--- config.mk ---
export PLATFORM = sky130hd
export DESIGN_NAME = pso_power_ctrl
export DESIGN_NICKNAME = d
export VERILOG_FILES = /design/src/pso_pkg.sv /design/src/pso_irq_if.sv /design/src/pso_power_ctrl.sv /design/src/pso_irq_bank.sv
export SDC_FILE = /design/constraint.sdc
export NUM_CORES = 1
export LEC_CHECK = 0
export BUFFER_PORTS_ARGS = -buffer_cell sky130_fd_sc_hd__buf_2
export CORE_MARGIN = 2
export CORE_UTILIZATION = 40
export DETAILED_ROUTE_END_ITERATION = 10
export PLACE_DENSITY = 0.82
export SLEW_MARGIN = 20
export SYNTH_ARGS = -nofsm -noshare
export SYNTH_HDL_FRONTEND = slang
export SYNTH_SLANG_ARGS = --single-unit
export TNS_END_PERCENT = 1
--- constraint.sdc ---
create_clock -name mclk -period 1.9 [get_ports mclk]
set_clock_uncertainty 0.15 [all_clocks]
set_input_delay 0 -clock mclk [delete_from_list [all_inputs] [get_ports mclk]]
set_output_delay 0 -clock mclk [all_outputs]
set_load 0.005 [all_outputs]
--- src/pso_pkg.sv ---
// Constants of the power and serial option control block: register map, fields, resets.
// Assumes a 32-bit APB slave port with word aligned registers.
package pso_pkg;
    ////////////////////////////////////////////////////////////////////////////////
    localparam int          PSO_AW          = 12;         // APB address width
    localparam int          PSO_DW          = 32;         // APB data width
    localparam int          PSO_NIRQ        = 2;          // Interrupt source count
    // Register byte addresses
    localparam logic [11:0] PSO_PWR_CTRL    = 12'h000;    // Power and serial option control
    localparam logic [11:0] PSO_SER_CTRL    = 12'h004;    // Serial control register
    localparam logic [11:0] PSO_IRQ_STATUS  = 12'h008;    // Sticky events, write one clears
    localparam logic [11:0] PSO_IRQ_MASK    = 12'h00c;    // Interrupt enables
    // Power control field positions
    localparam int          PSO_BAUD_DBL    = 7;          // Baud doubling
    localparam int          PSO_FRAME_SEL   = 6;          // Frame error select
    localparam int          PSO_PWR_OFF     = 4;          // Power-off flag
    localparam int          PSO_GP_HI       = 3;          // General flag high bit
    localparam int          PSO_GP_LO       = 2;          // General flag low bit
    localparam int          PSO_PD          = 1;          // Power-down request
    // Serial control field position
    localparam int          PSO_SC_BIT7     = 7;          // Mode bit 0 or framing flag
    // Interrupt bit positions
    localparam int          PSO_IRQ_FRAME   = 0;          // Framing error seen
    localparam int          PSO_IRQ_PD      = 1;          // Power-down entered
    // Reset values
    localparam logic [7:0]  PSO_PWR_RST     = 8'h00;      // Warm reset of control bits
    localparam logic [7:0]  PSO_SER_RST     = 8'h00;      // Serial control reset
    localparam logic        PSO_OFF_COLD    = 1'h1;       // Power-off flag at cold start
    localparam logic [1:0]  PSO_IRQ_RST     = 2'h0;       // Status and mask reset
    localparam logic [1:0]  PSO_MODE_SHIFT  = 2'h0;       // Serial mode 0
endpackage

--- src/pso_irq_if.sv ---
// Interface between the control core and the interrupt bank.
// Assumes both ends run on mclk.
`timescale 1ns/10ps
interface pso_irq_if;
    logic [1:0] events;     // Event pulses
    logic       wr_status;  // Write-one-clear strobe
    logic       wr_mask;    // Mask write strobe
    logic [1:0] wdata;      // Write data
    logic [1:0] status;     // Sticky status
    logic [1:0] mask;       // Mask value
    logic       irq;        // Interrupt level
    modport bank (input events, wr_status, wr_mask, wdata, output status, mask, irq);
    modport core (output events, wr_status, wr_mask, wdata, input status, mask, irq);
endinterface

--- src/pso_power_ctrl.sv ---
// Top of the power and serial option control block with its APB slave.
// Assumes APB master on mclk, cold_reset pulse from the power-on detector.
`timescale 1ns/10ps
module pso_power_ctrl (
    input  wire logic                     mclk,             // Core clock, 250 MHz
    input  wire logic                     reset,            // Warm reset, async high
    input  wire logic                     cold_reset,       // Power-on reset, async high
    input  wire logic [pso_pkg::PSO_AW-1:0] paddr,          // APB address
    input  wire logic                     psel,             // APB select
    input  wire logic                     penable,          // APB enable
    input  wire logic                     pwrite,           // APB direction
    input  wire logic [pso_pkg::PSO_DW-1:0] pwdata,         // APB write data
    output logic      [pso_pkg::PSO_DW-1:0] prdata,         // APB read data
    output logic                          pready,           // APB ready
    output logic                          pslverr,          // APB error
    input  wire logic                     stop_bit_invalid, // Receiver bad stop pulse
    input  wire logic                     wake_event,       // Wake from power-down
    output logic                          power_down,       // Power-down state
    output logic                          baud_rate_x2,     // UART runs double rate
    output logic      [7:0]               serial_control,   // Serial control, bit7 mode
    output logic                          framing_error,    // Framing flag
    output logic                          irq               // Interrupt level
);
    import pso_pkg::*;

    ////////////////////////////////////////////////////////////////////////////////
    // State
    logic       baud_double;            // Doubling bit
    logic       frame_error_select;     // Bit 7 view select
    logic [1:0] gp_flags;               // General flags
    logic       power_off_flag;         // Cold start flag
    logic [7:0] sc;                     // Serial control, bit7 is mode bit 0
    logic       framing_flag;           // Framing error flag
    logic       next_baud_double;       // Next doubling
    logic       next_frame_error_select;// Next select
    logic [1:0] next_gp_flags;          // Next flags
    logic       next_power_off_flag;    // Next cold flag
    logic [7:0] next_sc;                // Next serial control
    logic       next_framing_flag;      // Next framing flag
    logic       next_power_down;        // Next power-down
    logic       next_baud_rate_x2;      // Next double rate
    logic [31:0] next_prdata;           // Next read data
    logic       next_pready;            // Next ready
    logic       next_pslverr;           // Next error
    logic       take;                   // Access phase first cycle
    logic       commit;                 // Write takes effect
    logic       wr_pwr;                 // Power control write
    logic       wr_ser;                 // Serial control write
    logic       mapped;                 // Address decodes
    logic [7:0] pwr_view;               // Power control read value
    logic [7:0] ser_view;               // Serial control read value
    pso_irq_if  irqc ();                // Interrupt bank link

    ////////////////////////////////////////////////////////////////////////////////
    // Decode
    always_comb begin
        take   = psel && penable && !pready;
        commit = psel && penable && pready && pwrite;
        mapped = (paddr == PSO_PWR_CTRL) || (paddr == PSO_SER_CTRL) ||
                 (paddr == PSO_IRQ_STATUS) || (paddr == PSO_IRQ_MASK);
        wr_pwr = commit && (paddr == PSO_PWR_CTRL);
        wr_ser = commit && (paddr == PSO_SER_CTRL);
    end

    // Read views; reserved bits read zero
    always_comb begin
        pwr_view = 8'h00;
        pwr_view[PSO_BAUD_DBL] = baud_double;
        pwr_view[PSO_FRAME_SEL] = frame_error_select;
        pwr_view[PSO_PWR_OFF] = power_off_flag;
        pwr_view[PSO_GP_HI:PSO_GP_LO] = gp_flags;
        pwr_view[PSO_PD] = power_down;
        ser_view = sc;
        ser_view[PSO_SC_BIT7] = frame_error_select ? framing_flag : sc[PSO_SC_BIT7];
    end

    ////////////////////////////////////////////////////////////////////////////////
    // Register next values
    always_comb begin
        next_baud_double        = baud_double;
        next_frame_error_select = frame_error_select;
        next_gp_flags           = gp_flags;
        next_sc                 = sc;
        next_framing_flag       = framing_flag;
        next_power_down         = power_down;
        if (wr_pwr) begin
            next_baud_double        = pwdata[PSO_BAUD_DBL];
            next_frame_error_select = pwdata[PSO_FRAME_SEL];
            next_gp_flags           = pwdata[PSO_GP_HI:PSO_GP_LO];
            if (pwdata[PSO_PD]) begin
                next_power_down = 1'b1;
            end
        end
        if (wake_event) begin
            next_power_down = 1'b0; // Wake clears power-down
        end
        if (wr_ser) begin
            next_sc[6:0] = pwdata[6:0];
            if (frame_error_select) begin
                next_framing_flag = pwdata[PSO_SC_BIT7];
            end else begin
                next_sc[PSO_SC_BIT7] = pwdata[PSO_SC_BIT7];
            end
        end
        if (stop_bit_invalid) begin
            next_framing_flag = 1'b1;
        end
        next_baud_rate_x2 = next_baud_double && (next_sc[7:6] != PSO_MODE_SHIFT);
    end

    // Warm reset domain
    always_ff @(posedge mclk or posedge reset) begin
        if (reset) begin
            baud_double        <= PSO_PWR_RST[PSO_BAUD_DBL];
            frame_error_select <= PSO_PWR_RST[PSO_FRAME_SEL];
            gp_flags           <= PSO_PWR_RST[PSO_GP_HI:PSO_GP_LO];
            power_down         <= PSO_PWR_RST[PSO_PD];
            sc                 <= PSO_SER_RST;
            framing_flag       <= 1'b0;
            baud_rate_x2       <= 1'b0;
        end else begin
            baud_double        <= next_baud_double;
            frame_error_select <= next_frame_error_select;
            gp_flags           <= next_gp_flags;
            power_down         <= next_power_down;
            sc                 <= next_sc;
            framing_flag       <= next_framing_flag;
            baud_rate_x2       <= next_baud_rate_x2;
        end
    end

    ////////////////////////////////////////////////////////////////////////////////
    // Power-off flag: cold reset only, warm reset ignored
    always_comb begin
        next_power_off_flag = wr_pwr ? pwdata[PSO_PWR_OFF] : power_off_flag;
    end

    always_ff @(posedge mclk or posedge cold_reset) begin
        if (cold_reset) begin
            power_off_flag <= PSO_OFF_COLD;
        end else begin
            power_off_flag <= next_power_off_flag;
        end
    end

    ////////////////////////////////////////////////////////////////////////////////
    // APB answer, one wait state
    always_comb begin
        next_pready  = take;
        next_pslverr = take && !mapped;
        next_prdata  = prdata;
        if (take) begin
            case (paddr)
                PSO_PWR_CTRL:   next_prdata = {24'h000000, pwr_view};
                PSO_SER_CTRL:   next_prdata = {24'h000000, ser_view};
                PSO_IRQ_STATUS: next_prdata = {30'h0, irqc.status};
                PSO_IRQ_MASK:   next_prdata = {30'h0, irqc.mask};
                default:        next_prdata = 32'h00000000;
            endcase
        end
    end

    always_ff @(posedge mclk or posedge reset) begin
        if (reset) begin
            pready  <= 1'b0;
            pslverr <= 1'b0;
            prdata  <= 32'h00000000;
        end else begin
            pready  <= next_pready;
            pslverr <= next_pslverr;
            prdata  <= next_prdata;
        end
    end

    ////////////////////////////////////////////////////////////////////////////////
    // Interrupt bank
    always_comb begin
        irqc.events                = 2'h0;
        irqc.events[PSO_IRQ_FRAME] = stop_bit_invalid;
        irqc.events[PSO_IRQ_PD]    = next_power_down && !power_down;
        irqc.wr_status             = commit && (paddr == PSO_IRQ_STATUS);
        irqc.wr_mask               = commit && (paddr == PSO_IRQ_MASK);
        irqc.wdata                 = pwdata[1:0];
    end

    pso_irq_bank u_irq (
        .mclk  (mclk),
        .reset (reset),
        .ib    (irqc.bank)
    );

    // Output aliases of flip-flops
    assign irq            = irqc.irq;
    assign serial_control = sc;
    assign framing_error  = framing_flag;

    ////////////////////////////////////////////////////////////////////////////////
    a_pd_entry: assert property (@(posedge mclk) disable iff (reset)
        (wr_pwr && pwdata[PSO_PD] && !wake_event) |=> power_down)
        else $error("power-down not entered");
    a_baud_double: assert property (@(posedge mclk) disable iff (reset)
        baud_rate_x2 == (baud_double && (sc[7:6] != PSO_MODE_SHIFT)))
        else $error("double rate wrong");
    a_bit7_view: assert property (@(posedge mclk) disable iff (reset)
        (take && paddr == PSO_SER_CTRL) |=>
        prdata[7] == ($past(frame_error_select) ? $past(framing_flag) : $past(sc[7])))
        else $error("bit 7 view wrong");
    a_framing_set: assert property (@(posedge mclk) disable iff (reset)
        stop_bit_invalid |=> framing_flag) else $error("framing flag not set");
    a_off_flag_hold: assert property (@(posedge mclk) disable iff (cold_reset)
        !wr_pwr |=> power_off_flag == $past(power_off_flag))
        else $error("power-off flag changed");
    a_off_flag_write: assert property (@(posedge mclk) disable iff (cold_reset || reset)
        wr_pwr |=> power_off_flag == $past(pwdata[PSO_PWR_OFF]))
        else $error("power-off flag write lost");
    a_gp_store: assert property (@(posedge mclk) disable iff (reset)
        wr_pwr |=> gp_flags == $past(pwdata[PSO_GP_HI:PSO_GP_LO]))
        else $error("general flags write lost");
    a_apb_ready: assert property (@(posedge mclk) disable iff (reset)
        take |=> pready ##1 !pready) else $error("ready timing wrong");
    c_pd_entry: cover property (@(posedge mclk) disable iff (reset) $rose(power_down));
    c_frame_read: cover property (@(posedge mclk) disable iff (reset)
        take && paddr == PSO_SER_CTRL && frame_error_select && framing_flag);
    c_irq: cover property (@(posedge mclk) disable iff (reset) $rose(irq));
endmodule

--- src/pso_irq_bank.sv ---
// Sticky interrupt status, mask and registered interrupt level.
// Assumes strobes are one-cycle pulses on mclk.
`timescale 1ns/10ps
module pso_irq_bank (
    input  wire logic mclk,   // Core clock
    input  wire logic reset,  // Async warm reset
    pso_irq_if.bank   ib      // Core side
);
    import pso_pkg::*;
    logic [1:0] status;       // Sticky bits
    logic [1:0] mask;         // Enables
    logic       irq;          // Output level
    logic [1:0] next_status;  // Next sticky bits
    logic [1:0] next_mask;    // Next enables
    logic       next_irq;     // Next level
    ////////////////////////////////////////////////////////////////////////////////
    // Set wins over clear in the same cycle
    always_comb begin
        next_status = status;
        if (ib.wr_status) begin
            next_status = status & ~ib.wdata;
        end
        next_status = next_status | ib.events;
        next_mask   = ib.wr_mask ? ib.wdata : mask;
        next_irq    = |(next_status & next_mask);
    end
    // Register stage
    always_ff @(posedge mclk or posedge reset) begin
        if (reset) begin
            status <= PSO_IRQ_RST;
            mask   <= PSO_IRQ_RST;
            irq    <= 1'b0;
        end else begin
            status <= next_status;
            mask   <= next_mask;
            irq    <= next_irq;
        end
    end
    assign ib.status = status;
    assign ib.mask   = mask;
    assign ib.irq    = irq;
    ////////////////////////////////////////////////////////////////////////////////
    a_irq_level: assert property (@(posedge mclk) disable iff (reset)
        irq == |(status & mask)) else $error("irq level mismatch");
    a_event_sticky: assert property (@(posedge mclk) disable iff (reset)
        ib.events[0] |=> status[0]) else $error("event lost");
endmodule

* Word level (Yosys, flattened, before mapping)
Cells that the tools add are included.
** Word-level totals
- Register bits :: 55
- Bits in latches :: 0
- Memory bits (writable) :: 0
- Bits in read-only memories :: 0
- Bits of input ports :: 52
- Output and inout port bits :: 46
- Logic and storage cells :: 58
- Memories :: 0
** Cells by class
- $add $sub $neg :: 0
- Multiply operators :: 0
- Divide/modulo/power cells :: 0
- $lt $le $gt $ge :: 0
- Equality and inequality tests :: 3
- Shifts and indexed selects :: 0
- Mux-type cells :: 13
- Bitwise operators :: 4
- Reductions and logical operators :: 23
** Operators by type and width (count)
- 8-bit one-hot mux with 4 select lines :: 1
- 12-bit by 4-bit == test with 1-bit output, second input constant :: 2
- 12-bit by 3-bit == test with 1-bit output, second input constant :: 1
- 12-bit zero test :: 1
- 1-bit logical AND :: 11
- 1-bit 2-to-1 mux :: 9
- 8-bit 2-to-1 mux :: 1
- 2-bit nonzero test :: 3
- 2-bit AND :: 2
- 2-bit 2-to-1 mux :: 2
- 1-bit zero test :: 3
- 1-bit logical OR :: 3
- 2-bit inverter :: 1
- 2-bit OR :: 1
- 2-bit AND reduction :: 1
- 2-bit OR reduction :: 1

* Depth between registers and ports, before layout
Gate-level depths: netlist of the first run.
- Word-level depth :: 10
- Mapped depth :: 6
- Mapped depth without buffers :: 5

* Modules after synthesis
A second synthesis of the first run with hierarchy kept.
** Second synthesis, totals
- Cells, all modules :: 143
- Area total of the unflattened synthesis :: 1600.3 um2
** Modules (own cells, without submodules)
- pso_power_ctrl :: instances 1, cells an instance 130, area each 1410.1 um2, seq. area each 651.9 um2
- pso_irq_bank :: instances 1, cells an instance 13, area each 190.2 um2, seq. area each 125.1 um2

* Least setup slack after synthesis of the first run
OpenSTA, ideal clock, no wires.
- Kind :: flip-flop to flip-flop
- Start point :: reg pready
- End point :: reg sc[7], in the netlist serial_control[7]
- Setup time :: 127 ps
- Arrival time :: 1398 ps
- Required time :: 1623 ps
- Slack :: 224 ps
- Cell stages (with the launch flop) :: 6
- Buffers on the path :: 0
- Cell sequence :: dfrtp_1 -> and3_1 -> nand3_1 -> or3_4 -> nor2_4 -> mux2_1
** On the way
- Longest elaborated chain between the ends :: 4
** RTL lines
- start, declared :: RTL line pso_power_ctrl.sv:14 : output logic pready,
- start signal, assigned :: RTL line pso_power_ctrl.sv:169 : pready <= next_pready;
- 1-bit logical AND (2 in a row) :: RTL line pso_power_ctrl.sv:58 : commit = psel && penable && pready && pwrite;
- 1-bit logical AND :: RTL line pso_power_ctrl.sv:62 : wr_ser = commit && (paddr == PSO_SER_CTRL);
- 8-bit 2-to-1 mux :: RTL line pso_power_ctrl.sv:97 : if (wr_ser) begin
- via next_sc[7] :: RTL line pso_power_ctrl.sv:38 : logic [7:0] next_sc;
- end signal, assigned :: RTL line pso_power_ctrl.sv:126 : sc <= next_sc;
- end, declared :: RTL line pso_power_ctrl.sv:32 : logic [7:0] sc;
The timed path passes the listed nets, and every way through them passes these cells.
A chain may end at the register's enable or synchronous reset.

* Final worst setup path of the first run
- Start point :: in paddr[0] (netlist bit)
- End point :: reg u_irq.irq, in the netlist u_irq.ib.irq
** RTL lines
- start, declared :: RTL line pso_power_ctrl.sv:8 : input wire logic [pso_pkg::PSO_AW-1:0] paddr,
- 12-bit by 4-bit == test with 1-bit output :: RTL line pso_power_ctrl.sv:182 : irqc.wr_mask = commit && (paddr == PSO_IRQ_MASK);
- 1-bit logical AND :: RTL line pso_power_ctrl.sv:182
- 2-bit 2-to-1 mux :: RTL line pso_irq_bank.sv:24 : next_mask = ib.wr_mask ? ib.wdata : mask;
- via u_irq.next_mask[0] :: RTL line pso_irq_bank.sv:14 : logic [1:0] next_mask;
- 2-bit AND :: RTL line pso_irq_bank.sv:25 : next_irq = |(next_status & next_mask);
- 2-bit OR reduction :: RTL line pso_irq_bank.sv:25
- via u_irq.next_irq :: RTL line pso_irq_bank.sv:15 : logic next_irq;
- end signal, assigned :: RTL line pso_irq_bank.sv:36 : irq <= next_irq;
- end, declared :: RTL line pso_irq_bank.sv:12 : logic irq;
The timed path passes the listed nets, and every way through them passes these cells.

==> results of run 1 <==
## state kept, by name, summed over array words and instances (netlist names)
signal	flops
baud_double	1
baud_rate_x2	1
frame_error_select	1
framing_error	1
gp_flags	2
power_down	1
power_off_flag	1
prdata	8
pready	1
pslverr	1
serial_control	8
u_irq.ib.irq	1
u_irq.ib.mask	2
u_irq.ib.status	2
## final cells by class
| class | instances | area, um^2 | share of cell area |
|---|---|---|---|
| clock buffer | 7 | 76.32 | 0.03582 |
| clock inverter | 1 | 5.005 | 0.002349 |
| inverter | 8 | 30.03 | 0.01409 |
| multi-input combinational | 109 | 726.9 | 0.3412 |
| sequential | 31 | 777.0 | 0.3647 |
| tap | 50 | 62.56 | 0.02936 |
| timing repair buffer | 71 | 452.9 | 0.2126 |
## routing by layer
| metal | vias up | global-route usage |
|---|---|---|
| met5 | - | 0 |
| met4 | 0 | 0.07750 |
| met3 | 5 | 0.05757 |
| met2 | 50 | 0.2731 |
| met1 | 586 | 0.2086 |
| li1 | 622 | - |
## cells in the final DEF, fill, tap and decap left out, types with 2 or more instances in the layout
master,instances
conb_1,24
nor4_4,2
nand2_1,25
buf_2,49
clkbuf_1,2
nand3_1,3
dfrtp_1,30
o21ai_1,5
nor2_1,3
clkbuf_8,5
dlygate4sd3_1,17
a21oi_1,3
nand3_2,3
o21ai_0,3
buf_4,5
mux2i_1,5
mux2_2,9
inv_1,8
and3_4,2
## power breakdown
group | switching [W] | internal (W)
logic | 0.0000696 | 0.0000580
registers | 0.00000128 | 0.000663
clock network | 0.000225 | 0.000256
total | 0.000296 | 0.000977
## through the flow
stage | power [W] | hold WS [ps] | instances | area, um^2 | TNS (ps)
after detailed placement | 0.0007733 | -151.4 | 252 | 1856 | 0
after CTS | 0.001284 | 21.12 | 277 | 2107 | 0
final | 0.001273 | 45.39 | 277 | 2131 | 0
after floorplan | 0.0007585 | -260.3 | 178 | 1725 | 0
after global routing | 0.001337 | 62.74 | 277 | 2131 | -24.45
after global placement | 0.0007711 | -149.0 | 252 | 1856 | 0
## cells in the mapped netlist (all sizes together)
cell type  instances
a21boi             1
a21o               1
a21oi              3
a22o               1
a311o              1
a41o               1
a41oi              1
and3               3
and3b              1
buf               27
clkbuf             3
conb               1
dfrtp             30
dfstp              1
inv                8
mux2              11
mux2i              5
mux4               1
nand2             25
nand3              6
nand3b             1
nand4              1
nor2               5
nor3               3
nor4               2
o211a              1
o211ai             1
o21ai              8
o31ai              1
or3                1
## worst max-delay path, delay by kind of cell
family	cells	cell delay (ps)
mux	1	380
simple gates	3	580
compound gates	1	220
buf+inv	2	650
## worst paths after layout
path	start	slack (ps)	depth (start not counted)	endpoint
worst min register to register	prdata[1]	320	2	prdata[1]
worst min-delay path	paddr[3]	50	3	u_irq.ib.status[0]
worst max register to register	pready	80	5	serial_control[7]
max in group asynchronous	reset	1150	4	power_down
min in group asynchronous	cold_reset	130	3	power_off_flag
worst max-delay path	paddr[0]	70	7	u_irq.ib.irq
## logic make-up after synthesis
| family | synth area share |
|---|---|
| compound gates | 0.08092 |
| buf+inv | 0.1496 |
| flops | 0.4740 |
| mux | 0.1221 |
| other cells | 0.002288 |
| simple gates | 0.1710 |
## timing repair
item                       4_1_cts  5_1_grt
hold buffers                    17        0
gates resized for setup          0       10
setup buffers                    0        0
setup endpoints to repair        0       10
hold endpoints to repair        56        0
==> results by group, run 1 <==
Drt
  • WL final: 3542 um
  • Wire length on met3: 236 um
  • Wl on met1: 1487 um
  • Top sig layer: met4
  • DR vias/cell: 4.560
  • Drt pass-1 iters: 4
  • Routed wire length per instance: 12.79 um
  • WL met2: 1758 um
  • Initial DRC Count: 65
  • Routed vias: 1263
  • Antenna-violating nets left: 0
  • DRC: 0

Timing
  • RSZ-0062 raised after global routing: true
  • Final period utilization: 0.9653
  • Hold Fails Final Rpt: 0
  • Fmax: 545.2 MHz
  • Crit path time final: 1834 ps
  • Fin. max-slew vios: 0
  • Setup violators final: 0
  • Worst setup margin: 65.92 ps

Logic synthesis
  • Mapped cell area: 1639 um^2
  • Area leader, netlist: dfrtp_1
  • Synth warnings: 0
  • Mean Syn Cell Area: 10.57 um^2
  • Register area share after synthesis: 0.4740
  • Number of synthesized register bits: 31
  • Top cells by area, synth: dfrtp_1 46%, buf_4 11%, mux2_2 6.2%
  • Synth unique cells: 38
  • Yosys top cell area share: 0.4580
  • Mapped Cells: 155

GRT
  • Overall global routing resource usage: 0.1710
  • Maximum number of pins on one net before global-route repair: 31
  • Initial antenna violation count: 0
  • GR Overflow Total: 0
  • Vias in the first global route: 1196
  • Global-route wire length before repair: 5720 um

Critical path
  • CP Class: primary input to flip-flop
  • Worst setup EP type: flip-flop
  • Worst Setup Start Kind: primary input
  • CP required: 1910 ps
  • CP max-delay cell: dlygate4sd3_1
  • Worst-path fanout max: 4
  • Largest stage delay, worst path: 530 ps
  • Arrival time worst endpoint: 1850 ps
  • Critical path cell sequence: dlygate4sd3_1 > buf_2 > nor2_2 > nand3_2 > nor3_2 > mux2_2 > a22o_1

Final layout
  • Layout cells sized above 1: 0.3700
  • # fillers: 352
  • Antenna Cells: 0
  • Area growth syn-to-layout: 30.00%
  • Post-Route Utilization: 0.5365
  • Final nets: 278

Floorplanning
  • Initial Utilization: 0.4127
  • Row cnt: 23
  • Die height: 68.02 um
  • Die ar.: 4626 um^2
  • Die W: 68.02 um
  • IO Count: 98
  • Core Box Area: 3971 um^2

Flow run
  • Max cap viols: 0

Clock tree
  • TritonCTS clock tree: yes
  • Clk_lat worst skew: 280 ps
  • Root Buffer: clkbuf_8
  • Clock transition at the registers of the reported paths: 60 ps
  • CTS sink cnt: 31
  • Deepest clock path buffer count: 2
  • Clock buffer count from CTS: 5
  • # H-tree levels: 2

Pwr
  • VDD IR max: 0.0004384 V
  • Lkg Pwr: 1.120 nW
  • Cell Pwr Density: 597.4 nW/um^2

Outcome
  • Status: finished clean

Hold path
  • Worst min path class: primary input to flip-flop

Place
  • Port Buffers: 49
  • Setup WS pre-CTS: 129.8 ps
  • Post-DP HPWL: 2504 um
  • GPL Wtd Cong: 0.7836
(Power assumes the default switching activity.)
==> run 2, diff against run 1 <==
--- a/config.mk
+++ b/config.mk
@@ -10,8 +10,10 @@
 export CORE_UTILIZATION = 40
 export DETAILED_ROUTE_END_ITERATION = 10
 export PLACE_DENSITY = 0.82
+export SETUP_SLACK_MARGIN = 0.4
 export SLEW_MARGIN = 20
 export SYNTH_ARGS = -nofsm -noshare
 export SYNTH_HDL_FRONTEND = slang
+export SYNTH_HIERARCHICAL = 1
 export SYNTH_SLANG_ARGS = --single-unit
 export TNS_END_PERCENT = 1
==> results by group, run 2 <==
Floorplanning
  • Die W: 67.25 um (-1.1%)
  • Initial Utilization: 0.4275 (+0.01474)
  • Die ar.: 4523 um^2 (-2.2%)
  • Row cnt: 22 (-4.3%)
  • IO Count: 98 (unchanged)
  • Die height: 67.25 um (-1.1%)
  • Core Box Area: 3744 um^2 (-5.7%)

Outcome
  • Status: complete, but fails checks
  • Failing checks: hold timing

GRT
  • GR Overflow Total: 0 (unchanged)
  • Vias in the first global route: 1200 (+0.33%)
  • Global-route wire length before repair: 5644 um (-1.3%)
  • Overall global routing resource usage: 0.1712 (+0.0002044)
  • Maximum number of pins on one net before global-route repair: 26 (-16%)
  • Initial antenna violation count: 0 (unchanged)

Timing
  • Worst setup margin: 127.0 ps (+61.08 ps)
  • Setup TNS: 0 ps (unchanged)
  • Crit path time final: 1773 ps (-61.08 ps)
  • Hold Fails Final Rpt: 1 (+1)
  • Final period utilization: 0.9332 (-0.03215)
  • RSZ-0062 raised after global routing: true
  • Fin. max-slew vios: 0 (unchanged)
  • Hold WS: -29.39 ps (-74.78 ps)
  • Fmax: 564.0 MHz (+3.4%)
  • Setup violators final: 0 (unchanged)

Final layout
  • Area growth syn-to-layout: 38.00%
  • Most frequent cells in the layout: 49 x buf_2, 30 x dfrtp_1, 24 x conb_1
  • Final nets: 278 (unchanged)
  • Register Area: 777.0 um^2 (unchanged)
  • # fillers: 321 (-8.8%)
  • Most common cell after layout, fill and taps aside: buf_2
  • Multi-input logic area: 732.0 um^2 (+0.69%)
  • Layout cells sized above 1: 0.4537 (+0.08370)
  • Antenna Cells: 0 (unchanged)

Clock tree
  • CTS sink cnt: 31 (unchanged)
  • TritonCTS clock tree: yes
  • Clock transition at the registers of the reported paths: 60 ps (about the same)
  • Clock buffer count from CTS: 5 (unchanged)
  • Root Buffer: clkbuf_8
  • Clk_lat worst skew: 270 ps (about the same)
  • # H-tree levels: 2 (unchanged)
  • Deepest clock path buffer count: 2 (unchanged)
  • Hold buffer count at CTS: 12 (-5)

Logic synthesis
  • Top cells by area, synth: dfrtp_1 47%, buf_4 11%, mux2_2 9.1%
  • Register area share after synthesis: 0.4855 (+0.01149)
  • Ys flop type: dfrtp_1
  • Synth unique cells: 37 (-2.6%)
  • Synth warnings: 6 (+6)
  • Area leader, netlist: dfrtp_1
  • Mapped cell area: 1600 um^2 (-2.4%)
  • Post-synth top cells: 30 x dfrtp_1, 24 x buf_4, 15 x nand2_1, 13 x mux2_2, 6 x mux2i_1
  • Most frequent cell after synthesis: dfrtp_1
  • Number of synthesized register bits: 31 (unchanged)
  • Mean Syn Cell Area: 11.19 um^2 (+5.8%)
  • Yosys top cell area share: 0.4691 (+0.01110)
  • Number of enable flip-flop cells after synthesis: 0 (unchanged)
  • Mapped Cells: 143 (-7.7%)
  • Fraction of registers with async set/reset: 1.000 (unchanged)

Critical path
  • Critical R2R Launch: pready
  • CP required: 1950 ps (+40 ps)
  • Arrival time worst endpoint: 1820 ps (-30 ps)
  • Worst path most repeated cell: or4_4
  • Largest stage delay, worst path: 560 ps (+30 ps)
  • Worst setup EP type: flip-flop
  • Worst Setup Start Kind: primary input
  • Critical path buffer and inverter count: 2 (unchanged)
  • CP delay by family, top: simple AND/OR/NAND/NOR gates
  • CP max-delay cell: or4_4
  • Crit path launch: paddr[9]
  • Critical path depth: 6 (-1)
  • FF-to-FF End: u_irq/ib.irq
  • Critical path cell sequence: buf_2 > or4_4 > buf_4 > or4_4 > or3_4 > o21ai_1
  • Reg-to-reg slack, setup: 180 ps (+100 ps)
  • Worst-path fanout max: 5 (+1)
  • R2R cell count: 7 (+2)
  • CP Class: primary input to flip-flop

Place
  • Port Buffers: 49 (unchanged)
  • Setup WS pre-CTS: -140.9 ps (-270.7 ps)
  • Post-DP HPWL: 2532 um (+1.1%)
  • GPL Wtd Cong: 0.8274 (+5.6%)

Drt
  • Routed wire length per instance: 12.75 um (-0.32%)
  • WL final: 3505 um (-1.0%)
  • Initial DRC Count: 40 (-38%)
  • DRC: 0 (unchanged)
  • DR vias/cell: 4.680 (+2.6%)
  • Drt pass-1 iters: 4 (unchanged)
  • Routed vias: 1287 (+1.9%)
  • Antenna-violating nets left: 0 (unchanged)

Hold path
  • Worst min path class: primary input to flip-flop
  • Hold Path Sink: prdata[0]
  • Min-Delay Path Depth: 3 (unchanged)
  • Hold wc startpoint: paddr[0]

Pwr
  • VDD IR max: 0.0004754 V (+8.4%)
  • Cell Pwr Density: 605.1 nW/um^2 (+1.3%)
  • Tot Pwr: 0.001336 W (+5.0%)
  • Lkg Pwr: 1.191 nW (+6.4%)

Flow run
  • Max cap viols: 0 (unchanged)
run 2: repair_timing:
action / CTS / global route
pin swaps: 5 / 4
hold endpoints to repair: 53 / 1
endpoints found under the setup margin: 25 / 26
setup buffers: 5 / 3
resized for setup: 2 / 1
run 2: cells by family (layout without fill, tap and decap cells):
family          count (synthesis)  after routing  synth area share
flops                          31             31            0.4855
compound gates                 14             14           0.05395
simple gates                   42             42            0.1572
buf+inv                        32             93            0.1321
other cells                     1             24          0.002343
mux                            23             23            0.1689
run 2: layer usage:
metal  part of all wire  up-vias  track usage  wire, um
met5                  0        -            0         0
met4             0.0077        0      0.06633        27
met3              0.072        4      0.06000       254
met2               0.47       53       0.2661      1654
met1               0.45      614       0.2194      1569
li1                   -      616            -         -
run 2: power by group:
part / leakage, nW / switching, W / total, W / internal [W]
registers: 0.417 / 0.000000881 / 0.000664 / 0.000663
logic: 0.722 / 0.0000655 / 0.000124 / 0.0000585
clock network: 0.0515 / 0.000219 / 0.000549 / 0.000330
run 2: worst max-delay path by stage:
stage	to	slack, ps
2_1_floorplan	u_irq/ib.irq	-50
3_3_place_gp	u_irq/ib.irq	-110
3_5_place_dp	u_irq/ib.irq	-140
4_1_cts	prdata[7]	200
5_1_grt	prdata[3]	90
6_report	prdata[7]	130
run 2: area by class of cell:
class | instances | share of cell area
flip-flops and latches | 31 | 0.3518
multi-input cells | 103 | 0.3314
repair buffers | 80 | 0.2357
clock buffers | 8 | 0.04533
well taps | 48 | 0.02720
inverters | 5 | 0.008499
run 2: through the flow:
stage	utilization	instances	area, um^2
4_1_cts	0.5832	272	2183
2_1_floorplan	-	166	1702
3_3_place_gp	0.5117	247	1916
6_report	0.5899	275	2208
3_5_place_dp	0.5117	247	1916
5_1_grt	0.5899	275	2208
run 2: worst register-to-register path, delay by kind of cell, from the launching register on:
kind / cells / cell delay (ps)
compound gates: 2 / 290
buf+inv: 1 / 170
flops: 1 / 340
simple gates: 4 / 710
